$ cat src/core/line_port_pkg.sv
// Shared constants for the eight-port line card port logic
package line_port_pkg;
  // Port count and data widths
  localparam int NPORT = 8;
  localparam int PORT_W = 3;
  localparam int BYTE_W = 8;
  localparam int SLOT_W = 8;
  localparam int DIGIT_W = 4;
  // Word carried by the transmit FIFO: {port, byte}
  localparam int TXW_W = PORT_W + BYTE_W;
  localparam int TX_FIFO_DEPTH = 4;
  // System clock rate in Hz
  localparam longint MCLK_HZ = 64'd10000000;
  // Codec bit clock rates in Hz
  localparam longint CODEC_HZ_T1 = 64'd1544000;
  localparam longint CODEC_HZ_E1 = 64'd2048000;
  // Phase accumulator width; it toggles at twice the bit rate
  localparam int NCO_W = 16;
  localparam logic [NCO_W-1:0] NCO_INC_T1 =
    NCO_W'((2 * CODEC_HZ_T1 * (64'd1 << NCO_W)) / MCLK_HZ);
  localparam logic [NCO_W-1:0] NCO_INC_E1 =
    NCO_W'((2 * CODEC_HZ_E1 * (64'd1 << NCO_W)) / MCLK_HZ);
  // Last bit index of a codec byte
  localparam logic [2:0] BIT_LAST = 3'h7;
  // Loader index one past the last port; the transmit loader idles here
  localparam logic [PORT_W:0] LOAD_DONE = 4'h8;
  // Codec framing sequencer states
  typedef enum logic [0:0] {SEQ_SYNC, SEQ_SHIFT} seq_e;
endpackage : line_port_pkg

$ cat src/core/tx_fifo.sv
// Small valid/ready FIFO in flip-flops
`timescale 1ns/1ps
module tx_fifo #(
  parameter int WIDTH = 11,
  parameter int DEPTH = 4
) (
  // Clock and reset
  input wire logic mclk,
  input wire logic rstn,
  // Fill side
  input wire logic in_valid,
  output logic in_ready,
  input wire logic [WIDTH-1:0] in_data,
  // Drain side
  output logic out_valid,
  input wire logic out_ready,
  output logic [WIDTH-1:0] out_data
);
  localparam int AW = $clog2(DEPTH);
  // Storage and pointers, one extra bit to tell full from empty
  logic [WIDTH-1:0] mem_r [DEPTH];
  logic [AW:0] wp_r, wp_nxt, rp_r, rp_nxt;
  logic [AW:0] fill;
  logic push, pop;

  // Fill level and handshake terms
  always_comb begin
    fill = wp_r - rp_r;
    in_ready = (fill != (AW+1)'(DEPTH));
    out_valid = (fill != '0);
    push = in_valid && in_ready;
    pop = out_valid && out_ready;
    wp_nxt = push ? wp_r + 1'b1 : wp_r;
    rp_nxt = pop ? rp_r + 1'b1 : rp_r;
    out_data = mem_r[rp_r[AW-1:0]];
  end

  // Pointer registers
  always_ff @(posedge mclk) begin
    if (!rstn) begin
      wp_r <= '0;
      rp_r <= '0;
    end else begin
      wp_r <= wp_nxt;
      rp_r <= rp_nxt;
    end
  end

  // Storage write, no reset needed for data
  always_ff @(posedge mclk) begin
    if (push) begin
      mem_r[wp_r[AW-1:0]] <= in_data;
    end
  end
endmodule : tx_fifo

$ cat src/core/line_port_core.sv
// Per-port PCM, codec framing, hook, digit and ring relay logic
`timescale 1ns/1ps
// Summary of operation
// - Eight independent ports with digit, hook, ring
// - Capture both buses into per-port shift registers
// - Bus select picks which register feeds codec
// - Serialise to codec, deserialise codec transmit data
// - Codec clock 1.544 or 2.048 MHz, static select
// - One rate and law setting for all codecs
// - Relay output asserted connects ring voltage
// - Off-hook while ringing drops relay, sets disable
// - Disabled until a fresh ring command
// - Digit receivers run on separate reference clock
// - Any slot on either bus per port
// - Transmit eight ports in consecutive slots
module line_port_core (
  // Clock and reset
  input wire logic mclk,
  input wire logic rstn,
  // Backplane receive: slot strobe, frame start, bytes of both buses
  input wire logic bp_frame,
  input wire logic bp_slot_tick,
  input wire logic [7:0] bp_a_din,
  input wire logic [7:0] bp_b_din,
  // Backplane transmit: one byte with per-bus enable
  output logic [7:0] bp_dout,
  output logic bp_a_oe,
  output logic bp_b_oe,
  // Static configuration
  input wire logic rate_e1,
  input wire logic law_alaw,
  input wire logic [7:0][7:0] rx_slot,
  input wire logic [7:0] rx_bus_sel,
  input wire logic [7:0] tx_base_slot,
  input wire logic tx_bus_sel,
  // Codec serial interface, shared clock and sync
  output logic codec_clk,
  output logic codec_fs,
  output logic codec_alaw,
  output logic [7:0] codec_dout,
  input wire logic [7:0] codec_din,
  // Line side per port
  input wire logic [7:0] hook_off,
  input wire logic [7:0] digit_valid,
  input wire logic [7:0][3:0] digit_code,
  // Ring control per port
  input wire logic [7:0] ring_cmd,
  input wire logic [7:0] ring_stop,
  output logic [7:0] ring_relay,
  output logic [7:0] ring_disabled,
  // Event reporting per port
  output logic [7:0] hook_state,
  output logic [7:0] hook_event,
  output logic [7:0] digit_event,
  output logic [7:0][3:0] digit_out
);
  // Backplane slot counter
  logic [7:0] slot_r, slot_nxt;

  // Slot count restarts on frame, steps on each slot
  always_comb begin
    slot_nxt = slot_r;
    if (bp_frame) begin
      slot_nxt = '0;
    end else if (bp_slot_tick) begin
      slot_nxt = slot_r + 8'h01;
    end
  end

  always_ff @(posedge mclk) begin
    if (!rstn) slot_r <= '0;
    else slot_r <= slot_nxt;
  end

  // Codec clock from a phase accumulator; 10 MHz gives no exact divide
  logic [line_port_pkg::NCO_W-1:0] nco_r, nco_nxt;
  logic cclk_r, cclk_nxt, fs_r, fs_nxt, bit_tick, half_tick;
  logic [line_port_pkg::NCO_W:0] nco_sum;
  line_port_pkg::seq_e seq_r, seq_nxt;
  logic [2:0] bit_r, bit_nxt;
  logic frame_done;

  // Accumulator, clock toggle, framing sequencer
  always_comb begin
    nco_sum = {1'b0, nco_r} + {1'b0, (rate_e1 ? line_port_pkg::NCO_INC_E1
                                              : line_port_pkg::NCO_INC_T1)};
    nco_nxt = nco_sum[line_port_pkg::NCO_W-1:0];
    half_tick = nco_sum[line_port_pkg::NCO_W];
    cclk_nxt = half_tick ? ~cclk_r : cclk_r;
    // Bits advance on the rising edge of the codec clock
    bit_tick = half_tick && !cclk_r;
    seq_nxt = seq_r;
    bit_nxt = bit_r;
    fs_nxt = fs_r;
    frame_done = 1'b0;
    if (bit_tick) begin
      case (seq_r)
        line_port_pkg::SEQ_SYNC: begin
          fs_nxt = 1'b1;
          bit_nxt = '0;
          seq_nxt = line_port_pkg::SEQ_SHIFT;
        end
        line_port_pkg::SEQ_SHIFT: begin
          fs_nxt = 1'b0;
          bit_nxt = bit_r + 3'h1;
          if (bit_r == line_port_pkg::BIT_LAST) begin
            frame_done = 1'b1;
            seq_nxt = line_port_pkg::SEQ_SYNC;
          end
        end
        default: seq_nxt = line_port_pkg::SEQ_SYNC;
      endcase
    end
  end

  always_ff @(posedge mclk) begin
    if (!rstn) begin
      nco_r <= '0;
      cclk_r <= 1'b0;
      fs_r <= 1'b0;
      bit_r <= '0;
      seq_r <= line_port_pkg::SEQ_SYNC;
    end else begin
      nco_r <= nco_nxt;
      cclk_r <= cclk_nxt;
      fs_r <= fs_nxt;
      bit_r <= bit_nxt;
      seq_r <= seq_nxt;
    end
  end

  // Shared codec control, one law setting for every port
  assign codec_clk = cclk_r;
  assign codec_fs = fs_r;
  assign codec_alaw = law_alaw;

  // Bytes deserialised from each codec, handed to the loader
  logic [7:0][7:0] tx_byte_r;

  // Per-port channels
  genvar p;
  generate
    for (p = 0; p < line_port_pkg::NPORT; p++) begin : g_port
      logic [7:0] hold_a_r, hold_a_nxt, hold_b_r, hold_b_nxt;
      logic [7:0] sr_a_r, sr_a_nxt, sr_b_r, sr_b_nxt, des_r, des_nxt;
      logic [7:0] txb_nxt;
      logic hk1_r, hk2_r, hk3_r, dv1_r, dv2_r, dv3_r;
      logic ring_r, ring_nxt, dis_r, dis_nxt;
      logic hev_r, hev_nxt, dev_r, dev_nxt;
      logic [3:0] dig_r, dig_nxt;

      // PCM capture, shift, deserialise and event logic
      always_comb begin
        hold_a_nxt = hold_a_r;
        hold_b_nxt = hold_b_r;
        // Both buses caught at the port's own slot
        if (bp_slot_tick && !bp_frame && slot_r == rx_slot[p]) begin
          hold_a_nxt = bp_a_din;
          hold_b_nxt = bp_b_din;
        end
        sr_a_nxt = sr_a_r;
        sr_b_nxt = sr_b_r;
        des_nxt = des_r;
        txb_nxt = tx_byte_r[p];
        if (bit_tick && seq_r == line_port_pkg::SEQ_SYNC) begin
          // Parallel load at frame start; later captures wait a frame
          sr_a_nxt = hold_a_r;
          sr_b_nxt = hold_b_r;
        end else if (bit_tick) begin
          sr_a_nxt = {sr_a_r[6:0], 1'b0};
          sr_b_nxt = {sr_b_r[6:0], 1'b0};
          des_nxt = {des_r[6:0], codec_din[p]};
        end
        if (frame_done) txb_nxt = {des_r[6:0], codec_din[p]};
        // Ring relay: trip and disable win over a same-cycle command
        ring_nxt = ring_r;
        dis_nxt = dis_r;
        if (ring_cmd[p]) begin
          ring_nxt = 1'b1;
          dis_nxt = 1'b0;
        end
        if (ring_stop[p]) ring_nxt = 1'b0;
        // Trip on the reported hook state, so trip and hook event agree
        if (hk3_r && ring_r) begin
          ring_nxt = 1'b0;
          dis_nxt = 1'b1;
        end
        // Events on synchronised edges only
        hev_nxt = hk2_r ^ hk3_r;
        dev_nxt = dv2_r && !dv3_r;
        dig_nxt = dev_nxt ? digit_code[p] : dig_r;
      end

      always_ff @(posedge mclk) begin
        if (!rstn) begin
          hold_a_r <= '0;
          hold_b_r <= '0;
          sr_a_r <= '0;
          sr_b_r <= '0;
          des_r <= '0;
          tx_byte_r[p] <= '0;
          {hk1_r, hk2_r, hk3_r} <= 3'h0;
          {dv1_r, dv2_r, dv3_r} <= 3'h0;
          ring_r <= 1'b0;
          dis_r <= 1'b0;
          hev_r <= 1'b0;
          dev_r <= 1'b0;
          dig_r <= '0;
        end else begin
          hold_a_r <= hold_a_nxt;
          hold_b_r <= hold_b_nxt;
          sr_a_r <= sr_a_nxt;
          sr_b_r <= sr_b_nxt;
          des_r <= des_nxt;
          tx_byte_r[p] <= txb_nxt;
          // Two-flop synchronisers; digit valid comes from another clock
          hk1_r <= hook_off[p];
          hk2_r <= hk1_r;
          hk3_r <= hk2_r;
          dv1_r <= digit_valid[p];
          dv2_r <= dv1_r;
          dv3_r <= dv2_r;
          ring_r <= ring_nxt;
          dis_r <= dis_nxt;
          hev_r <= hev_nxt;
          dev_r <= dev_nxt;
          dig_r <= dig_nxt;
        end
      end

      // Bus select chooses the serial source for this codec
      assign codec_dout[p] = rx_bus_sel[p] ? sr_b_r[7] : sr_a_r[7];
      assign ring_relay[p] = ring_r;
      assign ring_disabled[p] = dis_r;
      assign hook_state[p] = hk3_r;
      assign hook_event[p] = hev_r;
      assign digit_event[p] = dev_r;
      assign digit_out[p] = dig_r;
    end
  endgenerate

  // Loader walks the ports into the FIFO, stalling on full
  logic [3:0] ld_r, ld_nxt;
  logic [7:0][7:0] snap_r, snap_nxt;
  logic f_in_valid, f_in_ready, f_out_valid, f_out_ready;
  logic [line_port_pkg::TXW_W-1:0] f_in_data, f_out_data;

  always_comb begin
    ld_nxt = ld_r;
    snap_nxt = snap_r;
    f_in_valid = (ld_r != line_port_pkg::LOAD_DONE);
    f_in_data = {ld_r[2:0], snap_r[ld_r[2:0]]};
    if (f_in_valid && f_in_ready) ld_nxt = ld_r + 4'h1;
    // Codec bytes refresh the snapshot; each backplane frame restarts the walk
    // so all eight ports leave in their own slots of every frame
    if (frame_done) snap_nxt = tx_byte_r;
    if (bp_frame) ld_nxt = '0;
  end

  always_ff @(posedge mclk) begin
    if (!rstn) begin
      ld_r <= line_port_pkg::LOAD_DONE;
      snap_r <= '0;
    end else begin
      ld_r <= ld_nxt;
      snap_r <= snap_nxt;
    end
  end

  tx_fifo #(
    .WIDTH(line_port_pkg::TXW_W),
    .DEPTH(line_port_pkg::TX_FIFO_DEPTH)
  ) u_tx_fifo (
    .mclk(mclk),
    .rstn(rstn),
    .in_valid(f_in_valid),
    .in_ready(f_in_ready),
    .in_data(f_in_data),
    .out_valid(f_out_valid),
    .out_ready(f_out_ready),
    .out_data(f_out_data)
  );

  // Drain: head word leaves in its own slot, base plus port index
  logic [7:0] dout_r, dout_nxt;
  logic aoe_r, aoe_nxt, boe_r, boe_nxt;

  always_comb begin
    f_out_ready = bp_slot_tick && !bp_frame && f_out_valid &&
      (slot_r == tx_base_slot + {5'h00, f_out_data[10:8]});
    dout_nxt = dout_r;
    aoe_nxt = aoe_r;
    boe_nxt = boe_r;
    if (bp_slot_tick || bp_frame) begin
      aoe_nxt = f_out_ready && !tx_bus_sel;
      boe_nxt = f_out_ready && tx_bus_sel;
      if (f_out_ready) dout_nxt = f_out_data[7:0];
    end
  end

  always_ff @(posedge mclk) begin
    if (!rstn) begin
      dout_r <= '0;
      aoe_r <= 1'b0;
      boe_r <= 1'b0;
    end else begin
      dout_r <= dout_nxt;
      aoe_r <= aoe_nxt;
      boe_r <= boe_nxt;
    end
  end

  assign bp_dout = dout_r;
  assign bp_a_oe = aoe_r;
  assign bp_b_oe = boe_r;
endmodule : line_port_core

$ cat config.mk
export PLATFORM = sky130hd
export DESIGN_NAME = line_port_core
export DESIGN_NICKNAME = d
export VERILOG_FILES = /design/src/core/line_port_pkg.sv /design/src/core/tx_fifo.sv /design/src/core/line_port_core.sv
export SDC_FILE = /design/constraint.sdc
export NUM_CORES = 1
export LEC_CHECK = 0
export BUFFER_PORTS_ARGS = -buffer_cell sky130_fd_sc_hd__buf_2
export CAP_MARGIN = 20
export CORE_AREA = 3 3 247 249
export DETAILED_ROUTE_END_ITERATION = 10
export DIE_AREA = 0 0 250 252
export PLACE_DENSITY = 0.7
export SETUP_SLACK_MARGIN = 0.05
export SKIP_LAST_GASP = 1
export SYNTH_ARGS = -nofsm -noshare
export SYNTH_HDL_FRONTEND = slang
export SYNTH_SLANG_ARGS = --single-unit
$ cat constraint.sdc
create_clock -name mclk -period 3.6 [get_ports mclk]
set_clock_uncertainty 0.15 [all_clocks]
set_input_delay 0.72 -clock mclk [delete_from_list [all_inputs] [get_ports mclk]]
set_output_delay 0.72 -clock mclk [all_outputs]
set_load 0.05 [all_outputs]
==> results_dict.tcl, run 1 <==
set metrics [dict create \
    place.port_buffers 265 \
    via_count 18922 \
    synth_top_family_by_area "multiplexers" \
    die_w_um 250 \
    grt_use_met3_pct 3.80 \
    r2r-end "u_tx_fifo.rp_r[0]" \
    muxShareOfSynthArea_pct 18.2 \
    cp_max_fo 19 \
    gp_congestion 0.916 \
    holdWs_ns 0.136 \
    seq_area_frac_synth_pct 50.6 \
    ys_warn_count 0 \
    insertion_delay_ns 0.60 \
    syn_inst 2613 \
    power_density_nw_per_um2 585 \
    cap_violations 0 \
    leakage_nw 12.1 \
    peakVddDrop_v 0.000444 \
    nFillCells 5226 \
    drive_above_1_share_pct 17.7 \
    routed_wl_um 59100 \
    max_freq_mhz 304 \
    ys_ff_latch 648 \
    synth_area_per_cell_um2 10.2 \
    crit_chain "mux4_2 -> ha_1 -> fa_1 -> xnor2_1 -> nand4_1 -> or3b_2 -> a211oi_2 -> buf_6 -> xnor2_1 -> nor2_1" \
    first_pass_iters 5 \
    fin_crit_sh_pct 91.3 \
    wire_per_inst_um 16.5 \
    worstMarginPinSlew_ns 1.25 \
    setup_slack_ns 0.312 \
    reg2reg_depth 10 \
    dpl.hpwl_um 37700 \
    setup_tns_ns 0 \
    finalHoldViolCount 0 \
    synth-edff-count 44 \
    holdCritStartpoint "ring_stop[3]" \
    holdPathStages 2 \
    outcome "complete, no violations" \
    cts_buffer_depth 3 \
    setup_viol 0 \
    die_area_um2 63000 \
    grt_max_degree 201 \
    syn_to_final_growth_pct 14.3 \
    syn_nets 2814 \
    maxSlewHeadroom_pct 16.8 \
    core_area_um2 58900 \
    cp_slowest_cell "mux4_2" \
    ys_types 54 \
    place_ws_ns -0.0231 \
    cts_made_buffers 68 \
    cts.sinks 648 \
    rsz0062_at_grt "no" \
    yosys.area_share.xor_xnor_pct 3.39 \
    cp-start-kind "register" \
    die_h_um 252 \
    required_ns 3.92 \
    cts_max_level 3 \
    layout_commonest_cell "dfxtp_1" \
    globalRoute.busiestLayer "met2" \
    arrival_ns 3.61 \
    grt_pass1_wl_um 96600 \
    min_to "g_port[3].ring_r" \
    post-route-min-period_ns 3.29 \
    drt_iter0_drc 1107 \
    grt_overflow 0 \
    hp-class "primary input to register" \
    antenna_found_initial 5 \
    viasPerCell 5.30 \
    synthAdderAreaFrac_pct 1.28 \
    final_core_util_pct 51.5 \
    worst_setup_path_end_kind "register" \
    crit_type "register to register" \
    synth-simple-area-share_pct 13.5 \
    cpMostUsedCell "xnor2_1" \
    nets 2942 \
    use_met2_pct 31.2 \
    mostFrequentLayoutCells "dfxtp_1 (602), mux2i_1 (403), nor2_1 (324)" \
    max_stage_delay_ns 0.51 \
    synthArstFlopShare_pct 0 \
    cts_tree "built" \
    cts_root_buf "clkbuf_16" \
    r2r_setup_slack_ns 0.31 \
    grt_usage_pct 18.4 \
    io_pins 268 \
    drc_errors 0 \
    use_met1_pct 23.4 \
    initial_utilization_pct 45.0 \
    postRouteAntennaNets 0 \
    rows 89 \
    syn_area_um2 26500 \
    synth-main-ff-cell "dfxtp_1" \
    path_clk_slew_ns 0.06 \
    grt_pass1_vias 18948 \
    slew_violations 0 \
    synth_compound_area_share_pct 7.75 \
]
## registers in the layout (all words and copies together), names as in the netlist, 16 cells and up, named ones only
register and cells:
nco_r 16, tx_byte_r 64, g_port.dig_r 32, snap_r 64, g_port.sr_a_r 64, u_tx_fifo.mem_r 44, g_port.hold_b_r 64, g_port.hold_a_r 64
g_port.sr_b_r 64, g_port.des_r 56
## cell usage after synthesis (9+ instances only)
library cell | number | area share, %
nor4_1 | 9 | 0.21
buf_2 | 46 | 0.87
xnor2_1 | 31 | 1.0
buf_1 | 16 | 0.23
nor2b_1 | 23 | 0.54
nand4_1 | 31 | 0.73
buf_4 | 56 | 1.6
nand3_1 | 89 | 1.7
a211oi_2 | 21 | 0.99
a2111oi_0 | 9 | 0.30
ha_1 | 24 | 1.1
dfxtp_1 | 604 | 46
nand2_1 | 242 | 3.4
mux2_2 | 16 | 0.68
clkbuf_1 | 126 | 1.8
o21ai_0 | 76 | 1.4
nor3_1 | 9 | 0.17
inv_1 | 13 | 0.18
a211oi_1 | 96 | 2.7
mux2i_1 | 403 | 15
xor2_1 | 69 | 2.3
a21oi_1 | 80 | 1.5
mux4_2 | 27 | 2.3
and2_1 | 54 | 1.3
nand2b_1 | 12 | 0.28
edfxtp_1 | 44 | 5.0
nor2_1 | 324 | 4.6
## through the flow
step	instances	total power, W	instance area [um^2]
6_report	3569	0.0177	30300
5_1_grt	3568	0.0185	30300
4_1_cts	3566	0.0179	30300
3_5_place_dp	3444	0.0108	28000
3_3_place_gp	3443	0.0107	28000
2_1_floorplan	2613	0.0101	26500
## layer usage
layer  share of wire, %  vias to the layer above
li1                   -                     9255
met1                 44                     9103
met2                 48                      468
met3                5.4                       92
met4                2.1                        4
met5              0.046                        -
## how the worst max path moves through the flow
| stage | slack [ns] | cells after the start | to | start |
|---|---|---|---|---|
| 2_1_floorplan | 0.18 | 11 | register | register |
| 3_3_place_gp | 0.14 | 11 | g_port[2].sr_b_r[7] | rate_e1 |
| 3_5_place_dp | -0.02 | 11 | g_port[0].sr_b_r[6] | rate_e1 |
| 4_1_cts | 0.19 | 10 | u_tx_fifo.rp_r[0] | register |
| 5_1_grt | 0.12 | 10 | u_tx_fifo.rp_r[0] | register |
| 6_report | 0.31 | 10 | u_tx_fifo.rp_r[0] | register |
## cell type report
type	count	area (um^2)	share of cell area [%]
Timing Repair Buffer	313	1870	6.16
Antenna cell	3	7.51	0.0248
Multi-Input combinational cell	1697	11700	38.7
Sequential cell	648	13400	44.3
Clock buffer	99	1960	6.46
Clock inverter	23	314	1.04
Tap cell	773	967	3.19
Inverter	13	56.3	0.186
## repair_timing
action	CTS	global route
hold buffers	0	0
setup endpoints to repair	0	7
gates resized for setup	0	3
setup buffers	0	0
## kinds of logic (layout without fill, tap and decap cells)
kind of cell / after synthesis / after routing
adder cells (fa/ha/maj): 26 / 26
multiplexers: 446 / 446
XOR/XNOR: 101 / 101
AND/OR/NAND/NOR: 814 / 814
buffers and inverters: 268 / 448
other: 0 / 3
AO/OA/AOI/OAI: 310 / 310
flip-flops: 648 / 648
## critical path, delay by kind of cell (launching register included)
family | cells | cell delay (ns)
compound gates | 1 | 0.23
xor+xnor | 2 | 0.28
fa+ha+maj | 2 | 0.73
buf+inv | 1 | 0.22
flops | 1 | 0.39
mux | 1 | 0.51
simple gates | 3 | 0.66
## power breakdown
group | internal [W] | switching [W] | total, W
clock network | 0.00418 | 0.00289 | 0.00708
logic | 0.000976 | 0.00164 | 0.00261
registers | 0.00773 | 0.000295 | 0.00803
total | 0.0129 | 0.00482 | 0.0177
No activity file was read; power rests on OpenSTA's default activity.
==> inputs of run 2 (changes only) <==
--- a/config.mk
+++ b/config.mk
@@ -7,10 +7,12 @@
 export LEC_CHECK = 0
 export BUFFER_PORTS_ARGS = -buffer_cell sky130_fd_sc_hd__buf_2
 export CAP_MARGIN = 20
-export CORE_AREA = 3 3 247 249
+export CELL_PAD_IN_SITES_DETAIL_PLACEMENT = 0
+export CELL_PAD_IN_SITES_GLOBAL_PLACEMENT = 1
+export CORE_AREA = 3 3 256 258
 export DETAILED_ROUTE_END_ITERATION = 10
-export DIE_AREA = 0 0 250 252
-export PLACE_DENSITY = 0.7
+export DIE_AREA = 0 0 259 261
+export PLACE_DENSITY = 0.8
 export SETUP_SLACK_MARGIN = 0.05
 export SKIP_LAST_GASP = 1
 export SYNTH_ARGS = -nofsm -noshare
==> results_dict.tcl, run 2 (synthesized netlist as in run 1, its figures left out) <==
set metrics [dict create \
    outcome "complete, no violations" \
    insertion_delay_ns 0.59 \
    grt_max_degree 125 \
    p_sw_share_pct 27.0 \
    via_count 18777 \
    switching_power_w 0.00479 \
    cpMostUsedCell "xnor2_1" \
    first_pass_iters 5 \
    drt_iter0_drc 1021 \
    post-route-min-period_ns 3.42 \
    io_pins 268 \
    power_frac_seq_pct 45.3 \
    path_clk_slew_ns 0.06 \
    place_ws_ns 0.0511 \
    cp_slowest_cell "fa_1" \
    antenna_found_initial 9 \
    hp-class "primary input to register" \
    setup_tns_ns 0 \
    grt_pass1_vias 18879 \
    initial_utilization_pct 42.0 \
    setup_viol 0 \
    cp_max_fo 21 \
    max_stage_delay_ns 0.55 \
    die_w_um 259 \
    setup_slack_ns 0.183 \
    finalHoldViolCount 0 \
    cap_violations 0 \
    power_frac_clock_pct 39.8 \
    arrival_ns 3.74 \
    die_area_um2 67600 \
    cts_made_buffers 69 \
    power_density_nw_per_um2 581 \
    wire_per_inst_um 16.6 \
    grt_usage_pct 17.6 \
    worst_setup_path_end_kind "register" \
    die_h_um 261 \
    drive_above_1_share_pct 17.9 \
    hold_buffers 0 \
    routed_wl_um 60600 \
    worstMarginPinSlew_ns 0.842 \
    drc_errors 0 \
    p_int_w 0.0130 \
    grt_overflow 0 \
    cts_buffer_depth 3 \
    cp-start-kind "register" \
    core_area_um2 63200 \
    slew_violations 0 \
    rsz0062_at_grt "yes" \
    placed_area_um2 28200 \
    leakage_nw 12.2 \
    crit_chain "mux4_2 -> ha_1 -> fa_1 -> xnor2_1 -> nand4_1 -> or3b_2 -> a211oi_2 -> buf_4 -> xnor2_1 -> nor2_1" \
    fin_crit_sh_pct 94.9 \
    holdWs_ns 0.136 \
    layout_commonest_cell "dfxtp_1" \
    rows 92 \
    crit_type "register to register" \
    grt_pass1_wl_um 97800 \
    dpl.hpwl_um 39300 \
    gp_congestion 0.859 \
    maxSlewHeadroom_pct 43.8 \
    cts_tree "built" \
    mostFrequentLayoutCells "dfxtp_1 (603), mux2i_1 (403), nor2_1 (324)" \
    required_ns 3.92 \
    pwr-share-comb_pct 14.9 \
    cts_max_level 3 \
    place.port_buffers 265 \
    peakVddDrop_v 0.000363 \
    viasPerCell 5.14 \
    stdcell_area_um2 30500 \
    cts_root_buf "clkbuf_16" \
    max_freq_mhz 293 \
    nets 2951 \
    cts.sinks 648 \
    postRouteAntennaNets 0 \
    syn_to_final_growth_pct 15.1 \
]
-- run 2: area by class of cell --
class | count | area [um^2]
Clock buffer | 106 | 2090
Multi-Input combinational cell | 1697 | 11700
Inverter | 13 | 56.3
Tap cell | 846 | 1060
Clock inverter | 16 | 194
Timing Repair Buffer | 321 | 1970
Antenna cell | 3 | 7.51
Sequential cell | 648 | 13400
Fill cell | 5758 | 32700
-- run 2: power by group through the flow --
stage / Sequential (W) / Combinational, W / Clock, W
global placement: 0.00818 / 0.00259 / 0
floorplan: 0.00813 / 0.00201 / 0
finish: 0.00804 / 0.00265 / 0.00706
detailed placement: 0.00820 / 0.00266 / 0
CTS: 0.00804 / 0.00267 / 0.00727
global route: 0.00809 / 0.00292 / 0.00753
-- run 2: path summary, 6_finish.rpt --
path	start	to	slack, ns	depth (start not counted)
setup / recovery	register	register	0.18	10
hold / removal	ring_stop[5]	g_port[5].ring_r	0.14	2
setup reg to reg	register	register	0.18	10
hold reg to reg	g_port[7].dv3_r	g_port[7].dev_r	0.26	1
-- run 2: timing repair --
action                     in CTS  in global routing
hold endpoints to repair        0                  0
setup endpoints to repair       0                  1
gates resized for setup         0                  2
setup buffers                   0                  0
-- run 2: through the flow --
step / util, % / power, W / cells
after floorplan: - / 0.0101 / 2613
after global routing: 48.3 / 0.0185 / 3650
after global placement: 44.7 / 0.0108 / 3524
after detailed placement: 44.7 / 0.0109 / 3525
final: 48.3 / 0.0177 / 3650
after CTS: 48.3 / 0.0180 / 3647
-- run 2: layer usage --
layer / global-route usage (%) / wire length (um) / part of all wire [%]
met5: 0 / 53 / 0.087
met4: 5.78 / 1340 / 2.2
met3: 3.53 / 3230 / 5.3
met2: 30.5 / 29200 / 48
met1: 22.1 / 26800 / 44
-- run 2: critical path: cells and delay by family, from the launching register on --
kind	cells	cell delay (ns)
adders and majority gates	2	0.78
muxes	1	0.53
DFF	1	0.45
xor gates and xnor gates	2	0.32
buffers and inverters	1	0.26
AOI/OAI and AO/OA	1	0.15
and+or+nand+nor	3	0.65
==> inputs of run 3 (changes only) <==
--- a/config.mk
+++ b/config.mk
@@ -9,9 +9,9 @@
 export CAP_MARGIN = 20
 export CELL_PAD_IN_SITES_DETAIL_PLACEMENT = 0
 export CELL_PAD_IN_SITES_GLOBAL_PLACEMENT = 1
-export CORE_AREA = 3 3 256 258
+export CORE_AREA = 3 3 217 304
 export DETAILED_ROUTE_END_ITERATION = 10
-export DIE_AREA = 0 0 259 261
+export DIE_AREA = 0 0 220 307
 export PLACE_DENSITY = 0.8
 export SETUP_SLACK_MARGIN = 0.05
 export SKIP_LAST_GASP = 1
==> results_dict.tcl, run 3 (synthesized netlist as in run 1, its figures left out) <==
set metrics [dict create \
    outcome "complete, no violations" \
    hp-class "primary input to register" \
    cts_root_buf "clkbuf_16" \
    hold_buffers 0 \
    wire_per_inst_um 16.6 \
    core_area_um2 63300 \
    nets 2945 \
    maxSlewHeadroom_pct 25.1 \
    drive_above_1_share_pct 18.1 \
    die_area_um2 67500 \
    first_pass_iters 7 \
    place_ws_ns 0.132 \
    die_h_um 307 \
    cp_max_fo 21 \
    stdcell_area_um2 30300 \
    grt_pass1_wl_um 98300 \
    peakVddDrop_v 0.000551 \
    die_w_um 220 \
    cts.sinks 648 \
    initial_utilization_pct 41.9 \
    leakage_nw 12.1 \
    nFillCells 5932 \
    drc_errors 0 \
    io_pins 268 \
    finalHoldViolCount 0 \
    arrival_ns 3.69 \
    required_ns 3.95 \
    cts_tree "built" \
    seq_area_um2 13400 \
    final_core_util_pct 47.9 \
    cts_setup_buffers 0 \
    layout_commonest_cell "dfxtp_1" \
    setup_slack_ns 0.261 \
    post-route-min-period_ns 3.34 \
    dpl.hpwl_um 40100 \
    worst_setup_path_end_kind "register" \
    cap_violations 0 \
    syn_to_final_growth_pct 14.2 \
    cts_made_buffers 61 \
    antenna_found_initial 10 \
    via_count 18579 \
    fin_crit_sh_pct 92.8 \
    max_stage_delay_ns 0.53 \
    crit_buf_inv 1 \
    wl_met2_um 31800 \
    grt_usage_pct 17.7 \
    cpMostUsedCell "xnor2_1" \
    holdWs_ns 0.112 \
    rsz0062_at_grt "no" \
    postRouteAntennaNets 0 \
    crit_type "register to register" \
    mostFrequentLayoutCells "dfxtp_1 (603), mux2i_1 (403), nor2_1 (324)" \
    max_freq_mhz 299 \
    place.port_buffers 265 \
    grt_max_degree 141 \
    grt_overflow 0 \
    placed_area_um2 28200 \
    topRoutingLayerUsed "met5" \
    worstMarginPinSlew_ns 1.12 \
    cts_resized 0 \
    cts_max_level 2 \
    setup_tns_ns 0 \
    drt_iter0_drc 981 \
    multi_input_area_um2 11700 \
    path_clk_slew_ns 0.07 \
    crit_chain "mux4_2 -> ha_1 -> fa_1 -> xnor2_1 -> nand4_1 -> or3b_2 -> a211oi_2 -> buf_12 -> xnor2_1 -> nor2_1" \
    slew_violations 0 \
    routed_wl_um 60500 \
    cp-start-kind "register" \
    crit_family "adder cells" \
    rows 109 \
    power_density_nw_per_um2 567 \
    cts_buffer_depth 3 \
    setup_viol 0 \
    insertion_delay_ns 0.63 \
    cp_slowest_cell "mux4_2" \
    viasPerCell 5.12 \
    routedLengthMet1_um 24600 \
    gp_congestion 0.813 \
    routed-wl-met3_um 2260 \
    grt_pass1_vias 19065 \
]
run 3: cell count changes in the layout (fill, tap and decap cells not counted), sizes merged:
cell      before  now
clkinvlp       2    6
diode          3    4
clkinv         8   18
clkbuf       106   85
buf          321  323
run 3: layout make-up:
type	count	area share [%]
Sequential cell	648	44.3
Timing Repair Buffer	323	6.51
Antenna cell	4	0.0330
Clock inverter	30	0.909
Inverter	13	0.186
Clock buffer	85	5.94
Tap cell	832	3.44
Multi-Input combinational cell	1697	38.7
run 3: metrics by stage:
step                      power, W  instances
after floorplan             0.0101       2613
after global placement      0.0108       3513
after detailed placement    0.0108       3513
after CTS                   0.0174       3628
after global routing        0.0180       3630
final                       0.0172       3632
run 3: path summary, 6_finish.rpt:
check / depth (start not counted) / endpoint / from / slack [ns]
max: 10 / register / register / 0.26
min: 2 / g_port[7].ring_r / ring_stop[7] / 0.11
max reg2reg: 10 / register / register / 0.26
min reg2reg: 1 / g_port[0].dev_r / g_port[0].dv3_r / 0.26
run 3: power breakdown:
part | total (W) | switching [W] | internal, W
logic | 0.00270 | 0.00168 | 0.00102
registers | 0.00799 | 0.000257 | 0.00773
clock network | 0.00651 | 0.00279 | 0.00372
total | 0.0172 | 0.00472 | 0.0125
run 3: worst reg2reg max path: stages, from the launching register on:
cell      delay (ns)
dfxtp_1         0.44
mux4_2          0.53
ha_1            0.22
fa_1            0.50
xnor2_1         0.13
nand4_1         0.11
or3b_2          0.48
a211oi_2        0.24
buf_12          0.20
xnor2_1         0.15
nor2_1          0.06
run 3: per-layer routing:
layer | vias to the layer above | global-route usage, %
met5 | - | 0
met4 | 6 | 5.72
met3 | 111 | 3.10
met2 | 272 | 33.2
met1 | 8950 | 20.2
li1 | 9240 | -
